--- config.mk ---
export PLATFORM = sky130hd
export DESIGN_NAME = wdt_watchdog
export DESIGN_NICKNAME = d
export VERILOG_FILES = /design/src/design/wdt_pkg.sv /design/src/design/wdt_watchdog.sv
export SDC_FILE = /design/constraint.sdc
export NUM_CORES = 1
export LEC_CHECK = 0
export ABC_AREA = 1
export ABC_CLOCK_PERIOD_IN_PS = 4530
export BUFFER_PORTS_ARGS = -buffer_cell sky130_fd_sc_hd__buf_2
export CAP_MARGIN = 20
export CORE_UTILIZATION = 63
export CTS_CLUSTER_SIZE = 20
export DETAILED_ROUTE_END_ITERATION = 10
export GPL_TIMING_DRIVEN = 0
export HOLD_SLACK_MARGIN = 0.03
export PLACE_DENSITY = 0.95
export SETUP_SLACK_MARGIN = 0.3
export SLEW_MARGIN = 40
export SYNTH_ARGS = -nofsm -noshare
export SYNTH_HDL_FRONTEND = slang
export SYNTH_SLANG_ARGS = --single-unit
export TNS_END_PERCENT = 30
--- constraint.sdc ---
create_clock -name clock -period 4.53 [get_ports clock]
set_input_delay 0.6795 -clock clock [delete_from_list [all_inputs] [get_ports clock]]
set_output_delay 0.6795 -clock clock [all_outputs]
set_load 0.01 [all_outputs]
--- src/design/wdt_pkg.sv ---
// Package for the windowed watchdog timer: register addresses, field positions,
// reset values, timing counts and the state encoding.
// Assumes an 8-bit special-function register port with separate read and write strobes.
package wdt_pkg;
  // Special-function register addresses.
  localparam logic [7:0] ADDR_CONTROL = 8'hbb;
  localparam logic [7:0] ADDR_RELOAD = 8'hbc;
  localparam logic [7:0] ADDR_WINDOW = 8'hbd;
  localparam logic [7:0] ADDR_COUNT_LOW = 8'hbe;
  localparam logic [7:0] ADDR_COUNT_HIGH = 8'hbf;
  // Control register field positions.
  localparam int CTL_PRESCALE = 0;
  localparam int CTL_REFRESH = 1;
  localparam int CTL_ENABLE = 2;
  localparam int CTL_PREWARN = 4;
  localparam int CTL_WINDOW_EN = 5;
  // Debug suspend field position inside its register.
  localparam int SUSP_WATCHDOG = 0;
  // Reset values.
  localparam logic [7:0] CONTROL_RESET = 8'h00;
  localparam logic [7:0] SUSPEND_RESET = 8'h01;
  localparam logic [7:0] BYTE_RESET = 8'h00;
  // Prescaler divide ratios and prewarning length in counter increments.
  localparam int DIV_FAST = 2;
  localparam int DIV_SLOW = 128;
  localparam logic [7:0] PREWARN_COUNT = 8'h30;
  // Operating states, Gray coded along idle, counting, prewarning, reset.
  typedef enum logic [1:0] {
    WDT_IDLE = 2'b00,
    WDT_COUNT = 2'b01,
    WDT_PREWARN = 2'b11,
    WDT_RESET = 2'b10
  } wdt_state_t;
endpackage : wdt_pkg

--- src/design/wdt_watchdog.sv ---
// Windowed watchdog timer: a 16-bit up-counter with prescaler, refresh, window check,
// prewarning phase and watchdog reset request.
// Assumes synchronous register strobes and that the system reset generator clears the block.
module wdt_watchdog (
  // Clock and reset.
  input wire logic clock,
  input wire logic reset,
  // Special-function register port.
  input wire logic [7:0] sfr_addr,
  input wire logic sfr_write,
  input wire logic sfr_read,
  input wire logic [7:0] sfr_wdata,
  output logic [7:0] sfr_rdata,
  // Debug suspend register access and processor debug status.
  input wire logic suspend_write,
  input wire logic [7:0] suspend_wdata,
  output logic [7:0] debug_suspend_control,
  input wire logic debug_mode,
  // Requests to the interrupt logic and reset generator.
  output logic watchdog_nmi_request,
  output logic watchdog_reset_signal,
  // Reset indication flag and its software clear.
  input wire logic reset_flag_clear,
  output logic watchdog_reset_flag
);

  // Byte access helpers used by several decode paths.
  function automatic logic hit(input logic [7:0] a, input logic [7:0] target);
    return a == target;
  endfunction

  logic [7:0] reload_byte, window_bound_byte, next_reload, next_window;
  logic prescale_select_bit, watchdog_enable_bit, window_enable_bit, refresh_request_bit;
  logic next_prescale, next_enable, next_window_en, next_refresh;
  logic [15:0] watchdog_counter, next_counter;
  logic [6:0] prescale_count, next_prescale_count;
  logic [7:0] prewarn_left, next_prewarn_left;
  wdt_pkg::wdt_state_t state, next_state;
  logic [7:0] next_rdata, next_suspend;
  logic next_nmi, next_wreset, next_flag;
  logic tick, suspended, overflow, in_window, refresh_now;

  // Register writes; the refresh bit is a one-shot handled by the counter logic.
  always_comb begin
    next_reload = reload_byte;
    next_window = window_bound_byte;
    next_prescale = prescale_select_bit;
    next_enable = watchdog_enable_bit;
    next_window_en = window_enable_bit;
    next_refresh = 1'b0; // Refresh request clears itself after one cycle.
    next_suspend = debug_suspend_control;
    if (sfr_write && hit(sfr_addr, wdt_pkg::ADDR_RELOAD)) begin
      next_reload = sfr_wdata;
    end
    if (sfr_write && hit(sfr_addr, wdt_pkg::ADDR_WINDOW)) begin
      next_window = sfr_wdata;
    end
    if (sfr_write && hit(sfr_addr, wdt_pkg::ADDR_CONTROL)) begin
      next_prescale = sfr_wdata[wdt_pkg::CTL_PRESCALE];
      next_window_en = sfr_wdata[wdt_pkg::CTL_WINDOW_EN];
      next_refresh = sfr_wdata[wdt_pkg::CTL_REFRESH];
      // Once prewarning starts the enable cannot be cleared.
      if (state != wdt_pkg::WDT_PREWARN && state != wdt_pkg::WDT_RESET) begin
        next_enable = sfr_wdata[wdt_pkg::CTL_ENABLE];
      end
    end
    if (suspend_write) begin
      next_suspend = {2'b00, suspend_wdata[5:0]}; // Bits 7:6 are reserved zeros.
    end
  end

  always_ff @(posedge clock) begin
    if (reset) begin
      reload_byte <= wdt_pkg::BYTE_RESET;
      window_bound_byte <= wdt_pkg::BYTE_RESET;
      prescale_select_bit <= 1'b0;
      watchdog_enable_bit <= 1'b0;
      window_enable_bit <= 1'b0;
      refresh_request_bit <= 1'b0;
      debug_suspend_control <= wdt_pkg::SUSPEND_RESET;
    end else begin
      reload_byte <= next_reload;
      window_bound_byte <= next_window;
      prescale_select_bit <= next_prescale;
      watchdog_enable_bit <= next_enable;
      window_enable_bit <= next_window_en;
      refresh_request_bit <= next_refresh;
      debug_suspend_control <= next_suspend;
    end
  end

  // Prescaler tick and the conditions derived from the count.
  // The prescaler is held clear in idle and ticks only outside idle and reset, so a fresh start always waits a full period.
  // Suspension freezes the prescaler as well, so no partial period is lost across a debug halt.
  assign suspended = debug_mode && debug_suspend_control[wdt_pkg::SUSP_WATCHDOG];
  assign tick = !suspended && state != wdt_pkg::WDT_IDLE && state != wdt_pkg::WDT_RESET &&
    (prescale_select_bit ? prescale_count == 7'(wdt_pkg::DIV_SLOW - 1)
                         : prescale_count[0] == 1'b1);
  assign overflow = tick && watchdog_counter == 16'hffff;
  // The refresh is acted on the cycle after the write, when the bit reads as one.
  assign refresh_now = refresh_request_bit && state == wdt_pkg::WDT_COUNT;
  assign in_window = window_enable_bit && watchdog_counter[15:8] < window_bound_byte;

  // Counter, prescaler and state sequencing.
  // A refresh restarts the prescaler too, so the interval after a refresh is exact to the cycle.
  // The refresh branch sits above the overflow branch, which gives the refresh the tie.
  always_comb begin
    next_state = state;
    next_counter = watchdog_counter;
    next_prescale_count = suspended ? prescale_count : prescale_count + 7'h01;
    next_prewarn_left = prewarn_left;
    next_nmi = 1'b0;
    next_wreset = watchdog_reset_signal;
    if (tick) begin
      next_prescale_count = 7'h00;
      next_counter = watchdog_counter + 16'h0001;
    end
    case (state)
      wdt_pkg::WDT_IDLE: begin
        next_prescale_count = 7'h00;
        if (watchdog_enable_bit) begin
          next_counter = {reload_byte, 8'h00};
          next_state = wdt_pkg::WDT_COUNT;
        end
      end
      wdt_pkg::WDT_COUNT: begin
        if (!watchdog_enable_bit) begin
          next_state = wdt_pkg::WDT_IDLE;
        end else if (refresh_now && in_window) begin
          next_state = wdt_pkg::WDT_RESET; // Early refresh: reset, no NMI.
          next_wreset = 1'b1;
        end else if (refresh_now) begin
          next_counter = {reload_byte, 8'h00}; // Refresh beats overflow.
          next_prescale_count = 7'h00;
        end else if (overflow) begin
          next_state = wdt_pkg::WDT_PREWARN;
          next_nmi = 1'b1;
          next_prewarn_left = wdt_pkg::PREWARN_COUNT;
        end
      end
      wdt_pkg::WDT_PREWARN: begin
        // Refreshes are not looked at here.
        if (tick) begin
          next_prewarn_left = prewarn_left - 8'h01;
          if (prewarn_left == 8'h01) begin
            next_state = wdt_pkg::WDT_RESET;
            next_wreset = 1'b1;
          end
        end
      end
      wdt_pkg::WDT_RESET: begin
        next_wreset = 1'b1; // Held until the system reset clears the block.
      end
      default: begin
        next_state = wdt_pkg::WDT_IDLE;
      end
    endcase
  end

  always_ff @(posedge clock) begin
    if (reset) begin
      state <= wdt_pkg::WDT_IDLE;
      watchdog_counter <= 16'h0000;
      prescale_count <= 7'h00;
      prewarn_left <= 8'h00;
      watchdog_nmi_request <= 1'b0;
      watchdog_reset_signal <= 1'b0;
    end else begin
      state <= next_state;
      watchdog_counter <= next_counter;
      prescale_count <= next_prescale_count;
      prewarn_left <= next_prewarn_left;
      watchdog_nmi_request <= next_nmi;
      watchdog_reset_signal <= next_wreset;
    end
  end

  // The reset flag is sticky; a new watchdog reset beats a software clear.
  // It is cleared by the system reset too, whereas a real chip would clear it on a power-on reset only.
  assign next_flag = watchdog_reset_signal ? 1'b1 : (reset_flag_clear ? 1'b0 : watchdog_reset_flag);

  always_ff @(posedge clock) begin
    if (reset) begin
      watchdog_reset_flag <= 1'b0;
    end else begin
      watchdog_reset_flag <= next_flag;
    end
  end

  // Read data, registered; unmapped addresses read zero.
  always_comb begin
    next_rdata = 8'h00;
    if (sfr_read) begin
      case (sfr_addr)
        wdt_pkg::ADDR_CONTROL: begin
          next_rdata = {2'b00, window_enable_bit, state == wdt_pkg::WDT_PREWARN || state == wdt_pkg::WDT_RESET,
            1'b0, watchdog_enable_bit, refresh_request_bit, prescale_select_bit};
        end
        wdt_pkg::ADDR_RELOAD: next_rdata = reload_byte;
        wdt_pkg::ADDR_WINDOW: next_rdata = window_bound_byte;
        wdt_pkg::ADDR_COUNT_LOW: next_rdata = watchdog_counter[7:0];
        wdt_pkg::ADDR_COUNT_HIGH: next_rdata = watchdog_counter[15:8];
        default: next_rdata = 8'h00;
      endcase
    end
  end

  always_ff @(posedge clock) begin
    if (reset) begin
      sfr_rdata <= wdt_pkg::CONTROL_RESET;
    end else begin
      sfr_rdata <= next_rdata;
    end
  end

  // Checks tied to the documented behaviour.
  overflow_nmi_a: assert property (@(posedge clock) disable iff (reset)
    (state == wdt_pkg::WDT_COUNT && overflow && !refresh_now && watchdog_enable_bit)
      |=> watchdog_nmi_request && state == wdt_pkg::WDT_PREWARN)
    else $error("overflow did not raise nmi");
  refresh_wins_a: assert property (@(posedge clock) disable iff (reset)
    (state == wdt_pkg::WDT_COUNT && refresh_now && !in_window && watchdog_enable_bit)
      |=> !watchdog_nmi_request && watchdog_counter == {$past(reload_byte), 8'h00})
    else $error("refresh not applied");
  refresh_clears_a: assert property (@(posedge clock) disable iff (reset)
    refresh_request_bit |=> !refresh_request_bit || $past(sfr_write && sfr_addr == wdt_pkg::ADDR_CONTROL))
    else $error("refresh bit stuck");
  enable_held_a: assert property (@(posedge clock) disable iff (reset)
    state == wdt_pkg::WDT_PREWARN |=> watchdog_enable_bit)
    else $error("disabled during prewarning");
  window_reset_a: assert property (@(posedge clock) disable iff (reset)
    (state == wdt_pkg::WDT_COUNT && refresh_now && in_window && watchdog_enable_bit)
      |=> watchdog_reset_signal && !watchdog_nmi_request)
    else $error("early refresh did not reset");
  reset_sticky_a: assert property (@(posedge clock) disable iff (reset)
    watchdog_reset_signal |=> watchdog_reset_flag && watchdog_reset_signal)
    else $error("reset flag not set");
  idle_still_a: assert property (@(posedge clock) disable iff (reset)
    (state == wdt_pkg::WDT_IDLE && !watchdog_enable_bit) |=> $stable(watchdog_counter))
    else $error("counting while disabled");
  suspend_hold_a: assert property (@(posedge clock) disable iff (reset)
    (suspended && state == wdt_pkg::WDT_COUNT && !refresh_now) |=> $stable(watchdog_counter))
    else $error("counting while suspended");
  fast_tick_a: assert property (@(posedge clock) disable iff (reset)
    tick && !prescale_select_bit |-> !$past(tick))
    else $error("fast prescale too fast");
  prewarn_end_a: assert property (@(posedge clock) disable iff (reset)
    (state == wdt_pkg::WDT_PREWARN && tick && prewarn_left == 8'h01) |=> watchdog_reset_signal)
    else $error("prewarning did not end in reset");
  // A single-cycle pulse, so the interrupt logic sees each error exactly once.
  nmi_pulse_a: assert property (@(posedge clock) disable iff (reset)
    watchdog_nmi_request |=> !watchdog_nmi_request)
    else $error("nmi request longer than one cycle");
  // Enabling must start from the programmed value, not from a stale count.
  enable_load_a: assert property (@(posedge clock) disable iff (reset)
    (state == wdt_pkg::WDT_IDLE && watchdog_enable_bit)
      |=> state == wdt_pkg::WDT_COUNT && watchdog_counter == {$past(reload_byte), 8'h00})
    else $error("enable did not load start value");
  // Nothing but the reset state may follow the prewarning phase.
  prewarn_locked_a: assert property (@(posedge clock) disable iff (reset)
    state == wdt_pkg::WDT_PREWARN |=> state == wdt_pkg::WDT_PREWARN || state == wdt_pkg::WDT_RESET)
    else $error("prewarning left without reset");
  reset_held_a: assert property (@(posedge clock) disable iff (reset)
    state == wdt_pkg::WDT_RESET |-> watchdog_reset_signal)
    else $error("reset request dropped");
  overflow_wrap_a: assert property (@(posedge clock) disable iff (reset)
    (state == wdt_pkg::WDT_COUNT && overflow && !refresh_now) |=> watchdog_counter == 16'h0000)
    else $error("overflow did not wrap to zero");
  // The count registers show the count as it stood at the read edge.
  count_read_a: assert property (@(posedge clock) disable iff (reset)
    (sfr_read && sfr_addr == wdt_pkg::ADDR_COUNT_HIGH) |=> sfr_rdata == $past(watchdog_counter[15:8]))
    else $error("count high read wrong");

  refresh_seen_c: cover property (@(posedge clock) refresh_now && !in_window);
  prewarn_seen_c: cover property (@(posedge clock) state == wdt_pkg::WDT_PREWARN);
  window_hit_c: cover property (@(posedge clock) refresh_now && in_window);
  tie_case_c: cover property (@(posedge clock) refresh_now && overflow);
  // Counting on while the processor is halted needs the suspend bit cleared first.
  debug_run_c: cover property (@(posedge clock) debug_mode && !suspended && tick);

endmodule // wdt_watchdog

==> run metrics <==
status complete, no violations; sequential area share after synthesis 35.1%; RSZ-0062 raised after global routing no; Diodes inserted 0; Design Power between 0.001 and 0.0015 W; R2R Setup Slk roughly 2500 ps; Post-CTS Setup Bufs 0; drt drc 0; min Tclk post-route between 2000 and 2500 ps; chip width slightly above 80 um; Buf/Inv on CP 1; Nets between 600 and 700; row cnt 28; Post-Synthesis Cells between 500 and 600; Pre-Repair DR Iteration Count 5; Crit. path cell count 11; drt initial violations about 540; placed wire-length estimate 7970 um; vias between 4000 and 5000; synthesized cell area ~4000 um2; Highest Clock Rate slightly below 500 MHz; most used cell, CP nand2_2; share of cells above drive strength 1 between 10% and 20%; Crit-path slowest cell dfxtp_1; crit path to watchdog_counter[0]; Max Cap Viol 0; die area about 6700 um2; Worst Path Class, Setup reg -> reg; Max H-tree Level 3; post-cts sizing count 0; Worst VDD drop 0.302 mV; PwrDens ~300 nW/um2; Seq cells post-synth 70; worst path cell trace inv_1, ha_1, a21oi_1, nor2_1, nor2_1, nand2_2, nand2_2, nand2_1, nand2_1, nand2_2, a21oi_1; CP startpoint kind flop; Critical Path Fanout Max 8; cell family with most CP delay simple AND/OR/NAND/NOR gates; count of warnings emitted by yosys 0; core area roughly 6000 um2; FF-to-FF End watchdog_counter[0]; Distinct cells, synth about 40; reg-to-reg startpoint window_bound_byte[5]; Clock Pin Slew Worst Setup and Hold Paths around 90 ps; initial antenna violation count 0; DP Cell Count approximately 700; grt ovf 0; DRT antenna net count 0; CTS Hold Bufs 0; fin cells ~730; critical path required time 4840 ps; final setup fails 0; I/O pin total 50; CTS sink cnt 70; slew at the pin with the worst max-slew slack roughly 560 ps; WL per Instance ~15 um; Worst setup startpoint window_bound_byte[5]; Initial Utilization about two thirds; Worst R2R Path Depth 11; Area Growth Syn to Fin 13.7%; drt total wl around 11000 um; pin count of the biggest net entering global routing 15; vias in the first global route ~3900; CTS tree built; nature of the critical path endpoint flop; clock skew 12.6 ps; Global Route Usage Sum 34.2%; routed vias/inst 5.93; final worst-path cycle share ~45%; Max-slew headroom between 60% and 70%; Worst Path Arrival between 2000 and 2500 ps; Final Core Density between 70% and 80%; Hold Path Class reg -> reg; Max Slew Vio Count 0; Die Y between 80 and 90 um; final count of hold timing violations 0; CTS Buf Count 9; Worst-Skew Late Latency ~370 ps; Mean Syn Cell Area ~6.7 um2; leakage roughly 2 nW; Max Root-Sink Buffers 2; CP max stage delay between 300 and 400 ps; first-pass GRT wire length ~17000 um; CTS root buf clkbuf_8; PortBufs 44; final RePlAce weighted congestion ~0.96; setup TNS 0 ps
==> synth_stat cells <==
master	number	area (um2)
nor2_8	2	40.0
o21ai_1	1	5.00
nor3_1	6	30.0
and3_1	1	6.26
nand3_2	4	40.0
nor4_1	2	12.5
nand4_2	1	12.5
nand4_1	16	100
xnor2_1	3	26.3
inv_4	1	6.26
dfxtp_1	70	1400
nor2_4	2	22.5
o22ai_1	11	68.8
buf_1	2	7.51
inv_6	1	8.76
o21ai_2	1	8.76
buf_8	1	15.0
o21bai_1	1	7.51
clkinv_1	1	3.75
buf_4	5	37.5
conb_1	1	3.75
o31ai_1	1	7.51
nor2_2	3	18.8
clkbuf_1	4	15.0
nand2_4	1	11.3
buf_2	3	15.0
a21oi_1	47	235
inv_1	74	278
o21ai_0	48	240
clkinv_2	1	5.00
a211oi_1	2	15.0
nand3_1	36	180
nand2_1	130	488
nor3_2	1	10.0
a21oi_2	1	8.76
ha_1	11	138
o211ai_1	2	15.0
inv_2	1	3.75
nand2_2	7	43.8
nor2_1	72	270
xor2_1	15	131
==> metal layers <==
layer	global-route usage (%)	vias to the layer above	wire length [um]
met5	0	-	0
met4	17.2	0	546
met3	6.33	66	1130
met2	58.0	280	5090
met1	41.4	1932	4210
li1	-	2042	-
==> placed cells by master, fill, tap and decap left out, types with 11 or more instances in the layout <==
cell / count
xor2_1: 15
inv_1: 74
dfxtp_1: 70
nand2_1: 130
nand4_1: 16
o21ai_0: 48
nand3_1: 36
a21oi_1: 47
nor2_1: 72
ha_1: 11
o22ai_1: 11
buf_2: 47
==> worst register-to-register path, stage by stage (launching register included) <==
cell and delay (ps):
dfxtp_1 340, inv_1 70, ha_1 310, a21oi_1 150
nor2_1 60, nor2_1 220, nand2_2 200, nand2_2 180
nand2_1 100, nand2_1 90, nand2_2 110, a21oi_1 130
==> registers in the layout, summed over array words and instances (netlist names), 2 cells and up <==
signal and flops:
reload_byte 8, prescale_count 7, prewarn_left 8, window_bound_byte 8
debug_suspend_control 6, state 2, sfr_rdata 8, watchdog_counter 16
==> worst min-delay path by stage <==
stage	start	endpoint	depth (start not counted)	slack [ps]
2_1_floorplan	window_enable_bit	sfr_rdata[5]	2	440
3_3_place_gp	watchdog_reset_flag	watchdog_reset_flag	2	450
3_5_place_dp	watchdog_reset_flag	watchdog_reset_flag	2	460
4_1_cts	debug_suspend_control[0]	debug_suspend_control[0]	2	490
5_1_grt	window_enable_bit	window_enable_bit	2	520
6_report	debug_suspend_control[0]	debug_suspend_control[0]	2	490
==> cell type report <==
class                      instances  area, um2
buffer                            15       90.1
clock buffer                       9        124
clock inverter                     7        104
inverter                          79        305
multi-input combinational        430       2200
fill                             453       1490
timing repair buffer              44        220
sequential                        70       1400
tap                               75       93.8
==> per-stage QoR <==
stage / worst slack [ps] / instance area [um2] / hold slack, ps
CTS: 2590 / 4540 / 486
detailed placement: 2370 / 4310 / 456
floorplan: 2770 / 4000 / 444
global route: 2390 / 4540 / 519
global placement: 2400 / 4310 / 445
finish: 2500 / 4540 / 486
==> where the power goes <==
group | internal (W) | switching [W] | leakage [nW]
logic | 0.0000473 | 0.0000908 | 1.30
registers | 0.000625 | 0.00000847 | 0.566
clock network | 0.000318 | 0.000279 | 0.115
==> cells by family (layout without fill, tap and decap cells) <==
| group | Yosys count | in the layout | synth area share, % |
|---|---|---|---|
| AND/OR/NAND/NOR | 284 | 284 | 32.2 |
| adder cells (fa/ha/maj) | 11 | 11 | 3.45 |
| XOR/XNOR | 18 | 18 | 3.95 |
| AO/OA/AOI/OAI | 115 | 115 | 15.3 |
| flip-flops | 70 | 70 | 35.1 |
| other | 1 | 2 | 0.0939 |
| buffers and inverters | 94 | 154 | 9.90 |
Power figures use the tool's default switching activity.
